[config.mk]
export PLATFORM = sky130hd
export DESIGN_NAME = pll_clock_generator_control
export DESIGN_NICKNAME = d
export VERILOG_FILES = /design/src/hdl/pll_pkg.sv /design/src/hdl/div_if.sv /design/src/hdl/mod_divider.sv /design/src/hdl/pll_clock_generator_control.sv
export SDC_FILE = /design/constraint.sdc
export NUM_CORES = 1
export LEC_CHECK = 0
export ABC_AREA = 1
export BUFFER_PORTS_ARGS = -buffer_cell sky130_fd_sc_hd__clkbuf_2
export CORE_MARGIN = 4
export CORE_UTILIZATION = 60
export CTS_CLUSTER_SIZE = 20
export DETAILED_ROUTE_END_ITERATION = 8
export HOLD_SLACK_MARGIN = 0.12
export PLACE_DENSITY = 0.84
export SLEW_MARGIN = 10
export SYNTH_ARGS = -nofsm -noshare
export SYNTH_HDL_FRONTEND = slang
export SYNTH_SLANG_ARGS = --single-unit
[constraint.sdc]
create_clock -name clk_i -period 5 [get_ports clk_i]
set_clock_uncertainty 0.05 [all_clocks]
set_input_delay 0.75 -clock clk_i [delete_from_list [all_inputs] [get_ports clk_i]]
set_output_delay 0.75 -clock clk_i [all_outputs]
set_load 0.005 [all_outputs]
[src/hdl/pll_pkg.sv]
/*
 * Constants, register map and state codes shared by the clock generator
 * control files.
 * Assumes: a 32-bit classic Wishbone slave, with 8-bit registers in the low lane.
 */
package pll_pkg;

  // ----------------------------------------------------------------------
  // Register indexes (byte address is four times the index)
  // ----------------------------------------------------------------------
  localparam logic [5:0] IDX_CTRL = 6'h3a;  // pll_control_reg
  localparam logic [5:0] IDX_BW   = 6'h3b;  // bandwidth control
  localparam logic [5:0] IDX_MULH = 6'h3c;  // multiplier_high_reg
  localparam logic [5:0] IDX_MULL = 6'h3d;  // multiplier_low_reg
  localparam logic [5:0] IDX_RDIV = 6'h3e;  // ref_divider_reg

  // ----------------------------------------------------------------------
  // Field positions and reset values
  // ----------------------------------------------------------------------
  localparam int CTRL_IE_BIT  = 7;
  localparam int CTRL_LF_BIT  = 6;
  localparam int CTRL_ON_BIT  = 5;
  localparam int CTRL_BS_BIT  = 4;
  localparam int CTRL_PRE_LSB = 2;
  localparam int BW_AUTO_BIT  = 7;
  localparam int BW_LOCK_BIT  = 6;
  localparam int BW_TRK_BIT   = 5;

  localparam logic       ON_RST  = 1'h1;
  localparam logic [1:0] PRE_RST = 2'h2;

  localparam int N_W = 12;  // Multiplier width
  localparam int R_W = 4;   // Reference divider width

  // ----------------------------------------------------------------------
  // Frequency comparison window, in reference pulses, and tolerances, in feedback pulses
  // ----------------------------------------------------------------------
  localparam logic [7:0] WIN_LEN  = 8'h10;
  localparam logic [7:0] TRK_TOL  = 8'h02;
  localparam logic [7:0] UNT_TOL  = 8'h04;
  localparam logic [7:0] LOCK_TOL = 8'h01;
  localparam logic [7:0] UNL_TOL  = 8'h03;

  // Edges of the crystal, and of the VCO while the PLL runs, waited for on a source change
  localparam logic [1:0] SWITCH_EDGES = 2'h3;

  typedef enum logic [0:0] {
    ST_RUN    = 1'b0,
    ST_SWITCH = 1'b1
  } sel_state_t;

endpackage

[src/hdl/div_if.sv]
/*
 * Carrier between the controller and one modulo divider.
 * Assumes: both ends run on the same clock.
 */
`timescale 1ns/100ps
`default_nettype none
interface div_if;
  logic        in_pulse;
  logic [11:0] modulus;
  logic        out_pulse;
  modport ctl (output in_pulse, output modulus, input out_pulse);
  modport div (input in_pulse, input modulus, output out_pulse);
endinterface
`default_nettype wire

[src/hdl/mod_divider.sv]
/*
 * Modulo divider: one output pulse for every modulus input pulses.
 * Assumes: input pulses last one clock; same clock as the controller.
 */
`timescale 1ns/100ps
`default_nettype none
module mod_divider (
  input  wire logic clk_i,
  input  wire logic rst_i,
  div_if.div        d
);

  typedef struct packed {
    logic [11:0] cnt;
    logic        out;
  } div_state_t;

  div_state_t  q;
  div_state_t  n;
  logic [11:0] mod_eff;

  // ----------------------------------------------------------------------
  // Count input pulses, a zero modulus acting as one
  // ----------------------------------------------------------------------
  always_comb begin
    mod_eff = (d.modulus == 12'h000) ? 12'h001 : d.modulus;
    n       = q;
    n.out   = 1'b0;
    if (d.in_pulse) begin
      if (q.cnt >= mod_eff - 12'h001) begin
        n.cnt = 12'h000;
        n.out = 1'b1;
      end else begin
        n.cnt = q.cnt + 12'h001;
      end
    end
  end

  // Register the state
  always_ff @(posedge clk_i) begin
    if (rst_i) begin
      q <= '0;
    end else begin
      q <= n;
    end
  end

  assign d.out_pulse = q.out;

endmodule
`default_nettype wire

[src/hdl/pll_clock_generator_control.sv]
/*
 * Clock generator control: crystal gating, reference and feedback
 * dividers, phase and lock detection, filter mode, base clock selection
 * and the register file over classic Wishbone.
 * Assumes: the crystal and the analog oscillator arrive as pins, sampled
 * at a clock well above their rate; the analog loop filter acts on the
 * pump outputs.
 */
// Decided for this implementation: the placing of the registers and register access over Wishbone.
// Function
// - Base clock is crystal or PLL, halved.
// - Oscillator runs only while enable is asserted.
// - Reference clock buffers the crystal clock.
// - Reference divider divides by R.
// - Feedback divides VCO by two-power P, then N.
// - Phase detector emits up or down pulses.
// - Lock detector compares frequencies per reference window.
// - Acquisition mode reads tracking flag cleared.
// - Tracking mode when flag set or not acquiring.
// - Auto bit lets detector switch modes itself.
// - Auto tracking flag follows track/untrack tolerances.
// - Settled flag follows lock/unlock tolerances.
// - Settled flag toggle raises interrupt when enabled.
// - Zero R or N behaves as one.
// - Source change holds output, waits three crystal edges, and three VCO edges while the PLL runs.
// - VCO select and PLL power interlocked.
`timescale 1ns/100ps
`default_nettype none
module pll_clock_generator_control (
  input  wire logic        clk_i,
  input  wire logic        rst_i,
  input  wire logic [7:0]  adr_i,
  input  wire logic [31:0] dat_i,
  input  wire logic [3:0]  sel_i,
  input  wire logic        we_i,
  input  wire logic        cyc_i,
  input  wire logic        stb_i,
  output logic      [31:0] dat_o,
  output logic             ack_o,
  input  wire logic        xtal_in_i,
  input  wire logic        oscillator_enable_i,
  input  wire logic        vco_clock_i,
  output logic             xtal_out_o,
  output logic             crystal_clock_o,
  output logic             reference_clock_o,
  output logic             pll_enable_o,
  output logic             divided_reference_o,
  output logic             vco_feedback_clock_o,
  output logic             pump_up_o,
  output logic             pump_down_o,
  output logic             acq_mode_o,
  output logic             base_clock_out_o,
  output logic             irq_o
);

  typedef struct packed {
    logic                  x1, x2, x3;      // Crystal synchroniser and edge stage
    logic                  v1, v2, v3;      // VCO synchroniser and edge stage
    logic                  e1, e2;          // Oscillator enable synchroniser
    logic                  ack;
    logic [7:0]            rdat;
    logic                  ie;              // lock_change_irq_enable
    logic                  lf;              // Lock change flag
    logic                  pll_on;
    logic                  bsel;            // base_select_bit
    logic [1:0]            pre;
    logic                  autobw;
    logic                  lock;
    logic                  trk;             // tracking_state_flag
    logic [pll_pkg::N_W-1:0] mul;
    logic [pll_pkg::R_W-1:0] rdiv;
    logic [2:0]            pcnt;            // Power-of-two prescaler
    logic [7:0]            wref;            // Window position
    logic [7:0]            wfb;             // Feedback pulses in window
    logic                  up, dn;
    pll_pkg::sel_state_t   sw;
    logic                  active;          // Source in use: 1 = PLL
    logic [1:0]            xe, ve;          // Edges seen while switching
    logic                  base;
    logic                  xout, xclk, rclk, pen, rdo, fbo, tracking_state_flag, irq;
  } top_state_t;

  top_state_t q;
  top_state_t n;
  div_if      rdv ();
  div_if      fdv ();

  logic       x_edge;
  logic       v_edge;
  logic       pll_run;
  logic       req;
  logic [5:0] idx;
  logic       win_end;
  logic [7:0] diff;
  logic       p_tick;
  logic [2:0] p_mask;
  logic       new_on;
  logic       new_bs;

  // ----------------------------------------------------------------------
  // Reference and feedback dividers
  // ----------------------------------------------------------------------
  mod_divider ref_div (
    .clk_i (clk_i),
    .rst_i (rst_i),
    .d     (rdv.div)
  );

  mod_divider fb_div (
    .clk_i (clk_i),
    .rst_i (rst_i),
    .d     (fdv.div)
  );

  // Divider inputs: gated crystal edges and prescaled VCO edges
  assign rdv.in_pulse = x_edge && pll_run;
  assign rdv.modulus  = {{(12 - pll_pkg::R_W){1'b0}}, q.rdiv};
  assign fdv.in_pulse = p_tick;
  assign fdv.modulus  = q.mul;

  // Edge and decode helpers
  assign x_edge  = q.x2 && !q.x3 && q.e2;
  assign v_edge  = q.v2 && !q.v3 && pll_run;
  assign pll_run = q.pll_on && q.e2;
  assign p_mask  = 3'(({1'b0, 2'h0} | 3'h1) << q.pre) - 3'h1;
  assign p_tick  = v_edge && ((q.pcnt & p_mask) == p_mask);
  assign req     = cyc_i && stb_i && !q.ack;
  assign idx     = adr_i[7:2];
  assign win_end = rdv.out_pulse && (q.wref == pll_pkg::WIN_LEN - 8'h01);
  assign diff    = (q.wfb >= pll_pkg::WIN_LEN) ? q.wfb - pll_pkg::WIN_LEN
                                                : pll_pkg::WIN_LEN - q.wfb;
  assign new_on  = dat_i[pll_pkg::CTRL_ON_BIT];
  assign new_bs  = dat_i[pll_pkg::CTRL_BS_BIT];

  // ----------------------------------------------------------------------
  // Next state
  // ----------------------------------------------------------------------
  always_comb begin
    n = q;

    // Pin synchronisers
    n.x1 = xtal_in_i;
    n.x2 = q.x1;
    n.x3 = q.x2;
    n.v1 = vco_clock_i;
    n.v2 = q.v1;
    n.v3 = q.v2;
    n.e1 = oscillator_enable_i;
    n.e2 = q.e1;

    // Wishbone answer one cycle after the request, dropped after one
    n.ack  = req;
    n.rdat = 8'h00;
    if (req && !we_i) begin
      case (idx)
        pll_pkg::IDX_CTRL: n.rdat = {q.ie, q.lf, q.pll_on, q.bsel, q.pre, 2'h0};
        pll_pkg::IDX_BW:   n.rdat = {q.autobw, q.lock, q.trk, 5'h00};
        pll_pkg::IDX_MULH: n.rdat = {4'h0, q.mul[11:8]};
        pll_pkg::IDX_MULL: n.rdat = q.mul[7:0];
        pll_pkg::IDX_RDIV: n.rdat = {4'h0, q.rdiv};
        default:           n.rdat = 8'h00;
      endcase
      if (idx == pll_pkg::IDX_CTRL) begin
        n.lf = 1'b0;  // Reading control clears the lock change flag
      end
    end

    // Register writes
    if (req && we_i && sel_i[0]) begin
      case (idx)
        pll_pkg::IDX_CTRL: begin
          n.ie  = dat_i[pll_pkg::CTRL_IE_BIT];
          n.pre = dat_i[pll_pkg::CTRL_PRE_LSB +: 2];
          // Power and VCO select may not change together or out of order
          if (!((new_on != q.pll_on) && (new_bs != q.bsel))) begin
            if (!(q.bsel && !new_on)) begin
              n.pll_on = new_on;
            end
            if (!(new_bs && !q.pll_on)) begin
              n.bsel = new_bs;
            end
          end
        end
        pll_pkg::IDX_BW: begin
          n.autobw = dat_i[pll_pkg::BW_AUTO_BIT];
          if (!q.autobw) begin
            n.trk = dat_i[pll_pkg::BW_TRK_BIT];
          end
        end
        pll_pkg::IDX_MULH: n.mul[11:8] = dat_i[3:0];
        pll_pkg::IDX_MULL: n.mul[7:0]  = dat_i[7:0];
        pll_pkg::IDX_RDIV: n.rdiv      = dat_i[pll_pkg::R_W-1:0];
        default:           n.rdiv      = q.rdiv;
      endcase
    end

    // Power-of-two prescaler on VCO edges
    if (v_edge) begin
      n.pcnt = q.pcnt + 3'h1;
    end

    // Phase detector: both sides seen cancels the correction
    n.up = q.up || rdv.out_pulse;
    n.dn = q.dn || fdv.out_pulse;
    if (n.up && n.dn) begin
      n.up = 1'b0;
      n.dn = 1'b0;
    end

    // Lock detector: feedback pulses per window of reference pulses
    if (fdv.out_pulse && q.wfb != 8'hff) begin
      n.wfb = q.wfb + 8'h01;
    end
    if (rdv.out_pulse) begin
      n.wref = q.wref + 8'h01;
    end
    if (win_end) begin
      n.wref = 8'h00;
      n.wfb  = {7'h00, fdv.out_pulse};
      if (diff <= pll_pkg::LOCK_TOL) begin
        n.lock = 1'b1;
      end else if (diff > pll_pkg::UNL_TOL) begin
        n.lock = 1'b0;
      end
      if (q.autobw) begin
        if (diff <= pll_pkg::TRK_TOL) begin
          n.trk = 1'b1;
        end else if (diff > pll_pkg::UNT_TOL) begin
          n.trk = 1'b0;
        end
      end
    end
    if (!pll_run) begin
      n.lock = 1'b0;
      n.wref = 8'h00;
      n.wfb  = 8'h00;
      n.up   = 1'b0;
      n.dn   = 1'b0;
      if (q.autobw) begin
        n.trk = 1'b0;
      end
    end

    // Any toggle of the settled flag sets the sticky flag; set wins
    if (n.lock != q.lock) begin
      n.lf = 1'b1;
    end

    // Base clock selector with transition control
    case (q.sw)
      pll_pkg::ST_RUN: begin
        if (q.bsel != q.active) begin
          n.sw = pll_pkg::ST_SWITCH;
          n.xe = 2'h0;
          n.ve = 2'h0;
        end else if (q.active ? v_edge : x_edge) begin
          n.base = !q.base;
        end
      end
      pll_pkg::ST_SWITCH: begin
        // Output held static meanwhile
        if (x_edge && q.xe != pll_pkg::SWITCH_EDGES) begin
          n.xe = q.xe + 2'h1;
        end
        if (v_edge && q.ve != pll_pkg::SWITCH_EDGES) begin
          n.ve = q.ve + 2'h1;
        end
        if (q.xe == pll_pkg::SWITCH_EDGES &&
            (q.ve == pll_pkg::SWITCH_EDGES || !pll_run)) begin
          n.active = q.bsel;
          n.sw     = pll_pkg::ST_RUN;
        end
      end
      default: n.sw = pll_pkg::ST_RUN;
    endcase

    // Registered outputs
    n.xout = q.e2 && !q.x2;
    n.xclk = q.e2 && q.x2;
    n.rclk = q.e2 && q.x2;
    n.pen  = pll_run;
    n.rdo  = rdv.out_pulse;
    n.fbo  = fdv.out_pulse;
    n.tracking_state_flag  = !n.trk;
    n.irq  = n.lf && n.ie;
  end

  // ----------------------------------------------------------------------
  // State register
  // ----------------------------------------------------------------------
  always_ff @(posedge clk_i) begin
    if (rst_i) begin
      q        <= '0;
      q.pll_on <= pll_pkg::ON_RST;
      q.pre    <= pll_pkg::PRE_RST;
      q.tracking_state_flag    <= 1'b1;
      q.sw     <= pll_pkg::ST_RUN;
    end else begin
      q <= n;
    end
  end

  // Output connections
  assign dat_o                = {24'h000000, q.rdat};
  assign ack_o                = q.ack;
  assign xtal_out_o           = q.xout;
  assign crystal_clock_o      = q.xclk;
  assign reference_clock_o    = q.rclk;
  assign pll_enable_o         = q.pen;
  assign divided_reference_o  = q.rdo;
  assign vco_feedback_clock_o = q.fbo;
  assign pump_up_o            = q.up;
  assign pump_down_o          = q.dn;
  assign acq_mode_o           = q.tracking_state_flag;
  assign base_clock_out_o     = q.base;
  assign irq_o                = q.irq;
endmodule
`default_nettype wire

==> impl_metrics.json, run 1 <==
{
  "fp.dieW_um": 105.7,
  "synthTopCellsByCount": "110 x nand2_1, 104 x inv_1, 103 x dfxtp_1",
  "status": "finished, final reports clean",
  "period_share": 0.6791,
  "irDropWorstVdd_mv": 0.1161,
  "rsz0062_at_grt": "no",
  "synth_area_leader_cell": "dfxtp_1",
  "path_depth": 19,
  "leakagePower_nw": 2.644,
  "port-buffer-count": 42,
  "hold_path.class": "register to register",
  "fin_tns_setup_ns": 0,
  "cts_resized": 0,
  "synth_edf_count": 0,
  "p_total_mw": 1.454,
  "clk_pin_slew_ns": 0.09,
  "gp_congestion": 0.9434,
  "drive_gt1_frac": 0.1119,
  "synth_cells": 774,
  "drtPass1Iterations": 5,
  "cp-start-kind": "register",
  "critPathMaxStageDelay_ns": 0.38,
  "cts-buffers-inserted": 9,
  "cts_max_level": 3,
  "reg2reg_slack_ns": 1.60,
  "crit_path_end_kind": "register",
  "crit_family": "simple AND/OR/NAND/NOR gates",
  "n_antenna_cell": 0,
  "synth_flop_cell": "dfxtp_1",
  "wire_per_inst_um": 12.55,
  "hold_viol": 0,
  "vias_per_cell": 5.255,
  "max-clock-path-buffers": 2,
  "nets": 902,
  "crit_buf_inv": 1,
  "cp_cell_sequence": "nor2_1 -> nand3_1 -> nor4_1 -> nor2_1 -> ha_1 -> nand2_1 -> nor2_1 -> nand3_1 -> xor2_1 -> ha_1 -> nand2_1 -> nor2_1 -> nand2_1 -> nand2_1 -> a31oi_1 -> nand2_1 -> inv_1 -> o21ai_2 -> nor2_1",
  "synth-seq-cells": 103,
  "drt_iter0_drc": 191,
  "grt_pass1_wl_mm": 20.19,
  "arrival_ns": 3.59,
  "relSlewSlack": 0.4301,
  "critPathMaxFanout": 10,
  "drc_errors": 0,
  "cts_sinks": 103,
  "worstMarginPinSlew_ns": 0.8539,
  "synth_cell_types": 43,
  "slew_violations": 0,
  "drv_cap": 0,
  "synth_area_leaders": "dfxtp_1 36%, ha_1 9.0%, nand2_1 7.2%",
  "start_util": 0.6164,
  "period_needed_ns": 3.395,
  "dp_hpwl_mm": 9.114,
  "ys.warnings.count": 0,
  "grt_max_degree": 33,
  "post_cts_buffers": 0,
  "grt_antenna_before_repair": 0,
  "drt_wl_total_mm": 11.83,
  "fmax_mhz": 294.5,
  "ys_seq_area_frac": 0.3603,
  "critPathKind": "register to register",
  "grt-ovfl-total": 0,
  "cp_slowest_cell": "dfxtp_1",
  "yosys.area.top_type_share": 0.3603,
  "cts_tree": "yes",
  "grt_usage": 0.2152,
  "clock_latency_ns": 0.36,
  "root_buffer": "clkbuf_8",
  "worstRegToRegCells": 19,
  "row_count": 35,
  "die-area_um2": 11170,
  "ant_nets": 0,
  "hold-path-cell-count": 2,
  "hold_buffers": 0,
  "die_y_um": 105.7,
  "core_um2": 9284,
  "synthArstFlopShare": 0,
  "worstPathRequired_ns": 5.19,
  "num_vias": 4950,
  "ios": 96,
  "netlist_area_um2": 5723,
  "yosysMostFrequentCell": "nand2_1",
  "fillers": 815,
  "powerDensity_nw_per_um2": 237.9,
  "grt_pass1_vias": 4690,
  "avgSynthCellArea_um2": 7.394,
  "area_delta_synth_final_pct": 6.821,
  "finalSetupViolCount": 0
}
sequential cells by signal, indices dropped and copies added, names as in the netlist, 5 cells and up:
signal,count
dat_o,8
q,41
fb_div.q,12
n,5
fdv.modulus,12
ref_div.q,12
power by group:
part           switching [mW]  leakage [nW]  internal [mW]
Clock                   0.274         0.103          0.294
Combinational          0.0416          1.71         0.0192
Sequential            0.00199         0.831          0.824
cell families (layout without fill, tap and decap cells):
family / Yosys count / count (layout) / share of synthesized area
AND/OR/NAND/NOR: 319 / 319 / 0.2621
other: 2 / 26 / 0.001312
XOR/XNOR: 27 / 27 / 0.04132
buffers and inverters: 151 / 166 / 0.1216
adder cells (fa/ha/maj): 41 / 41 / 0.08964
multiplexers: 1 / 1 / 0.001749
AO/OA/AOI/OAI: 130 / 130 / 0.1220
flip-flops: 103 / 103 / 0.3603
layout by cell type (no fill, tap or decap), types with 5 or more instances in the layout:
| master | count |
|---|---|
| nand2_1 | 110 |
| inv_1 | 104 |
| dfxtp_1 | 103 |
| nor2_1 | 99 |
| a21oi_1 | 59 |
| o21ai_0 | 49 |
| nand3_1 | 43 |
| clkbuf_2 | 42 |
| ha_1 | 41 |
| conb_1 | 26 |
| xor2_1 | 18 |
| nor3_1 | 15 |
| clkbuf_8 | 10 |
| xnor2_1 | 9 |
| nand4_1 | 7 |
| nor2_4 | 7 |
| a31oi_1 | 7 |
| nand2_2 | 6 |
| nor2_2 | 6 |
| nor3b_1 | 6 |
| nor4_1 | 5 |
per-layer routing:
| metal | vias to the layer above | track usage | routed length (µm) |
|---|---|---|---|
| met1 | 2244 | 0.2515 | 5057 |
| met5 | - | 0 | 0 |
| met2 | 150 | 0.3866 | 5828 |
| li1 | 2529 | - | - |
| met3 | 27 | 0.04532 | 700 |
| met4 | 0 | 0.07771 | 239 |
worst min-delay path: stages, from the launching register on:
cell and delay (ns):
dfxtp_1 0.31, inv_1 0.04, nor2_1 0.03
through the flow:
stage	util	setup slack, ns	hold WS, ns	instances	area [µm²]
finish	0.6585	1.605	0.3569	942	6113
global route	0.6585	1.266	0.3931	942	6113
CTS	0.6585	1.659	0.3588	942	6113
detailed placement	0.6356	1.696	0.3454	927	5901
global placement	0.6356	1.832	0.3410	927	5901
floorplan	-	2.185	0.3383	798	5813
layout make-up:
class	count	area (µm²)	share of cell area
clock buffers	12	145.1	0.02374
clock inverters	3	67.56	0.01105
inverters	109	411.6	0.06734
multi-input cells	544	3055	0.4998
flip-flops and latches	103	2062	0.3373
well taps	129	161.4	0.02640
repair buffers	42	210.2	0.03438
path summary, 6_finish.rpt:
path / startpoint / end
worst min register to register: n[70] / q[70]
worst min-delay path: n[70] / q[70]
worst max register to register: fdv.modulus[2] / fb_div.q[9]
worst max-delay path: fdv.modulus[2] / fb_div.q[9]
No activity file was read; power rests on OpenSTA's default activity.
==> inputs of run 2 (changes only) <==
--- a/config.mk
+++ b/config.mk
@@ -8,11 +8,11 @@
 export ABC_AREA = 1
 export BUFFER_PORTS_ARGS = -buffer_cell sky130_fd_sc_hd__clkbuf_2
 export CORE_MARGIN = 4
-export CORE_UTILIZATION = 60
+export CORE_UTILIZATION = 57
 export CTS_CLUSTER_SIZE = 20
 export DETAILED_ROUTE_END_ITERATION = 8
 export HOLD_SLACK_MARGIN = 0.12
-export PLACE_DENSITY = 0.84
+export PLACE_DENSITY = 0.81
 export SLEW_MARGIN = 10
 export SYNTH_ARGS = -nofsm -noshare
 export SYNTH_HDL_FRONTEND = slang
==> constraint.sdc (replaced) <==
create_clock -name clk_i -period 3.53 [get_ports clk_i]
set_clock_uncertainty 0.05 [all_clocks]
set_input_delay 0.5295 -clock clk_i [delete_from_list [all_inputs] [get_ports clk_i]]
set_output_delay 0.5295 -clock clk_i [all_outputs]
set_load 0.005 [all_outputs]
==> impl_metrics.json, run 2 (synthesized netlist as in run 1, its figures left out) <==
{
  "grt_max_degree": 21,
  "fin_tns_setup_ns": 0,
  "hold_viol": 0,
  "nets": 905,
  "arrival_ns": 3.44,
  "period_share": 0.9150,
  "status": "finished, final reports clean",
  "p_total_mw": 2.091,
  "clock_latency_ns": 0.37,
  "root_buffer": "clkbuf_8",
  "fp.dieW_um": 108.2,
  "layout_common_cells": "110 x nand2_1, 104 x inv_1, 103 x dfxtp_1, 99 x nor2_1, 59 x a21oi_1",
  "grt_pass1_wl_mm": 19.62,
  "core_um2": 9774,
  "wire_per_inst_um": 12.36,
  "die-area_um2": 11710,
  "crit_path_end_kind": "register",
  "cp-start-kind": "register",
  "drtPass1Iterations": 5,
  "vias_per_cell": 5.176,
  "cts_sinks": 103,
  "n_antenna_cell": 0,
  "period_needed_ns": 3.230,
  "finalSetupViolCount": 0,
  "drc_errors": 0,
  "gp_congestion": 0.9151,
  "leakagePower_nw": 2.674,
  "post-place-ws_ns": 0.3416,
  "grt_antenna_before_repair": 0,
  "cts_max_level": 3,
  "area_delta_synth_final_pct": 7.783,
  "dp_hpwl_mm": 9.071,
  "start_util": 0.5855,
  "critPathKind": "register to register",
  "powerDensity_nw_per_um2": 339.0,
  "worstMarginPinSlew_ns": 0.5370,
  "grt-ovfl-total": 0,
  "ant_nets": 0,
  "row_count": 36,
  "largest_reg_flops": 41,
  "num_vias": 4917,
  "ios": 96,
  "postPlaceCellArea_um2": 5928,
  "slew_violations": 0,
  "final_common_cell": "nand2_1",
  "cts-buffers-inserted": 9,
  "port-buffer-count": 42,
  "clk_pin_slew_ns": 0.10,
  "worstPathRequired_ns": 3.74,
  "max-clock-path-buffers": 2,
  "drt_iter0_drc": 208,
  "die_y_um": 108.2,
  "fmax_mhz": 309.6,
  "cts_tree": "yes",
  "worst_slack_ns": 0.3001,
  "rsz0062_at_grt": "no",
  "hold_path.class": "primary input to register",
  "drv_cap": 0,
  "grt_pass1_vias": 4524,
  "stdcell_area_um2": 6168,
  "relSlewSlack": 0.6390,
  "grt_usage": 0.2056,
  "critPathMaxFanout": 10,
  "irDropWorstVdd_mv": 0.2514,
  "fillers": 846,
  "drt_wl_total_mm": 11.74,
  "drive_gt1_frac": 0.1200,
  "top_register": "q",
  "post_cts_buffers": 0
}
## run 2: path summary, 6_finish.rpt
path | to | slack [ns] | depth (start not counted) | startpoint
max | fb_div.q[9] | 0.30 | 19 | fdv.modulus[2]
min | n[70] | 0.28 | 3 | oscillator_enable_i
max reg2reg | fb_div.q[9] | 0.30 | 19 | fdv.modulus[2]
min reg2reg | n[72] | 0.36 | 2 | n[73]
## run 2: final cells by class
cell class	count	area, µm²	area share
Sequential cell	103	2062	0.3343
Clock inverter	7	102.6	0.01663
Inverter	109	411.6	0.06673
Tap cell	133	166.4	0.02698
Clock buffer	9	123.9	0.02008
Timing Repair Buffer	45	232.7	0.03773
Multi-Input combinational cell	544	3069	0.4976
## run 2: what timing repair did
item | in CTS | in global routing
gates resized for setup | 0 | 2
endpoints found under the setup margin | 0 | 10
hold endpoints to repair | 0 | 0
hold buffers | 0 | 0
## run 2: metal layers
layer	track usage	part of all wire
met1	0.2582	0.45
met2	0.3424	0.47
met3	0.03940	0.054
met4	0.09288	0.025
met5	0	0
## run 2: metrics by stage
step | util | hold WS [ns] | instances
after floorplan | - | 0.3383 | 798
after global placement | 0.6065 | 0.3407 | 934
after detailed placement | 0.6065 | 0.3425 | 934
after CTS | 0.6297 | 0.2639 | 950
after global routing | 0.6311 | 0.2693 | 950
final | 0.6311 | 0.2826 | 950
## run 2: report_power, final
part / switching [mW] / total (mW) / internal [mW] / leakage, nW
registers: 0.00281 / 1.17 / 1.17 / 0.831
clock network: 0.422 / 0.832 / 0.410 / 0.116
logic: 0.0603 / 0.0895 / 0.0292 / 1.73
total: 0.485 / 2.09 / 1.61 / 2.67
## run 2: worst max-delay path, stage by stage (launching register included)
cell     delay [ns]
dfxtp_1        0.37
nor2_1         0.20
nand3_1        0.17
nor4_2         0.31
nor2_1         0.12
ha_1           0.24
nand2_1        0.12
nor2_1         0.09
nand3_1        0.10
xor2_1         0.08
ha_1           0.27
nand2_1        0.06
nor2_1         0.18
nand2_1        0.07
nand2_1        0.06
a31oi_1        0.04
nand2_1        0.13
inv_1          0.10
o21ai_4        0.27
nor2_1         0.09
==> inputs of run 3 (changes only) <==
--- a/config.mk
+++ b/config.mk
@@ -6,13 +6,13 @@
 export NUM_CORES = 1
 export LEC_CHECK = 0
 export ABC_AREA = 1
-export BUFFER_PORTS_ARGS = -buffer_cell sky130_fd_sc_hd__clkbuf_2
+export BUFFER_PORTS_ARGS = -buffer_cell sky130_fd_sc_hd__buf_2
 export CORE_MARGIN = 4
 export CORE_UTILIZATION = 57
 export CTS_CLUSTER_SIZE = 20
 export DETAILED_ROUTE_END_ITERATION = 8
 export HOLD_SLACK_MARGIN = 0.12
-export PLACE_DENSITY = 0.81
+export PLACE_DENSITY = 0.83
 export SLEW_MARGIN = 10
 export SYNTH_ARGS = -nofsm -noshare
 export SYNTH_HDL_FRONTEND = slang
==> impl_metrics.json, run 3 (synthesized netlist as in run 1, its figures left out) <==
{
  "port-buffer-count": 42,
  "cp_slowest_cell": "dfxtp_1",
  "cts-buffers-inserted": 9,
  "worstPathRequired_ns": 3.75,
  "gp_congestion": 0.9035,
  "leakagePower_nw": 2.682,
  "status": "finished, final reports clean",
  "grt-ovfl-total": 0,
  "cp_cell_sequence": "nor2_1 -> nand3_1 -> nor4_2 -> nor2_1 -> ha_1 -> nand2_1 -> nor2_1 -> nand3_1 -> xor2_1 -> ha_1 -> nand2_1 -> nor2_1 -> nand2_1 -> nand2_1 -> a31oi_1 -> nand2_1 -> inv_1 -> o21ai_4 -> nor2_1",
  "n_antenna_cell": 0,
  "slew_violations": 0,
  "critPathMaxFanout": 10,
  "cts_resized": 0,
  "clk_pin_slew_ns": 0.10,
  "worstMarginPinSlew_ns": 0.5852,
  "irDropWorstVdd_mv": 0.1615,
  "r2r_start": "fdv.modulus[2]",
  "period_share": 0.9077,
  "stdcell_area_um2": 6170,
  "dp_hpwl_mm": 8.420,
  "post_cts_buffers": 0,
  "holdPathEnd": "n[70]",
  "hold_buffers": 0,
  "grt_usage": 0.2036,
  "critPathKind": "register to register",
  "powerDensity_nw_per_um2": 346.4,
  "r2r_end": "fb_div.q[9]",
  "largest_reg_flops": 41,
  "max-clock-path-buffers": 2,
  "drt_wl_total_mm": 11.45,
  "top_register": "q",
  "nets": 904,
  "crit_family": "simple AND/OR/NAND/NOR gates",
  "cts_max_level": 3,
  "hold_path.class": "primary input to register",
  "crit_path_end_kind": "register",
  "drive_gt1_frac": 0.1166,
  "layoutNonFillerInstCount": 948,
  "root_buffer": "clkbuf_8",
  "postPlaceCellArea_um2": 5921,
  "ios": 96,
  "worstRegToRegCells": 19,
  "relSlewSlack": 0.6095,
  "vias_per_cell": 5.077,
  "dp.cells": 933,
  "row_count": 36,
  "cts_tree": "yes",
  "p_total_mw": 2.137,
  "reg2reg_slack_ns": 0.33,
  "drv_cap": 0,
  "critPathMaxStageDelay_ns": 0.37,
  "drc_errors": 0,
  "drt_iter0_drc": 245,
  "drtPass1Iterations": 4,
  "fp.dieW_um": 108.2,
  "ant_nets": 0,
  "layout_common_cells": "110 x nand2_1, 104 x inv_1, 103 x dfxtp_1, 99 x nor2_1, 59 x a21oi_1",
  "crit_buf_inv": 1,
  "hold_viol": 0,
  "cts_sinks": 103,
  "fin_tns_setup_ns": 0,
  "grt_pass1_vias": 4306,
  "grt_pass1_wl_mm": 19.29,
  "finalSetupViolCount": 0,
  "start_util": 0.5855,
  "arrival_ns": 3.42,
  "die_y_um": 108.2,
  "whs_ns": 0.2877,
  "die-area_um2": 11710,
  "clock_latency_ns": 0.38,
  "wire_per_inst_um": 12.08,
  "core_um2": 9774,
  "area_delta_synth_final_pct": 7.805,
  "grt_antenna_before_repair": 0,
  "min-delay-start": "oscillator_enable_i",
  "hold-path-cell-count": 3,
  "cp-start-kind": "register",
  "num_vias": 4813,
  "fmax_mhz": 312.1,
  "period_needed_ns": 3.204,
  "final_common_cell": "nand2_1",
  "grt_max_degree": 27
}
-- run 3: cell types whose count changed in the layout (fill, tap and decap cells not counted), sizes merged --
cell    before  now
buf          3   44
clkbuf      51   10
inv        112  109
bufinv       2    3
-- run 3: per-layer routing --
layer  up-vias  track usage  wire length, µm
li1       2542            -                -
met1      2151       0.2735             5590
met2       102       0.3250             5034
met3        18      0.03940              623
met4         0      0.07665              202
met5         -            0                0
-- run 3: worst max-delay path by stage --
stage / depth (start not counted) / slack [ns] / startpoint / end
global route: 19 / -0.004 / fdv.modulus[2] / fb_div.q[9]
finish: 19 / 0.33 / fdv.modulus[2] / fb_div.q[9]
floorplan: 19 / 0.71 / fdv.modulus[2] / fb_div.q[9]
CTS: 19 / 0.17 / fdv.modulus[2] / fb_div.q[9]
global placement: 19 / 0.30 / fdv.modulus[2] / fb_div.q[9]
detailed placement: 19 / 0.22 / fdv.modulus[2] / fb_div.q[9]
-- run 3: tightest hold or removal path: stages --
cell and delay, ns:
buf_2 0.09, inv_1 0.04, nor2_1 0.03
-- run 3: through the flow --
| stage | util | worst slack [ns] |
|---|---|---|
| floorplan | - | 0.7145 |
| detailed placement | 0.6057 | 0.2163 |
| global placement | 0.6057 | 0.2971 |
| global route | 0.6312 | -0.004471 |
| finish | 0.6312 | 0.3257 |
| CTS | 0.6298 | 0.1733 |
-- run 3: where the power goes --
group | leakage (nW) | internal [mW] | switching, mW
clock | 0.117 | 0.470 | 0.410
combinational | 1.73 | 0.0282 | 0.0596
sequential | 0.831 | 1.17 | 0.00265
-- run 3: final cells by class --
cell class | instances | area [µm²]
Sequential cell | 103 | 2062
Tap cell | 133 | 166.4
Clock buffer | 10 | 127.6
Clock inverter | 5 | 107.6
Timing Repair Buffer | 44 | 225.2
Inverter | 109 | 411.6
Fill cell | 878 | 3605
Multi-Input combinational cell | 544 | 3069
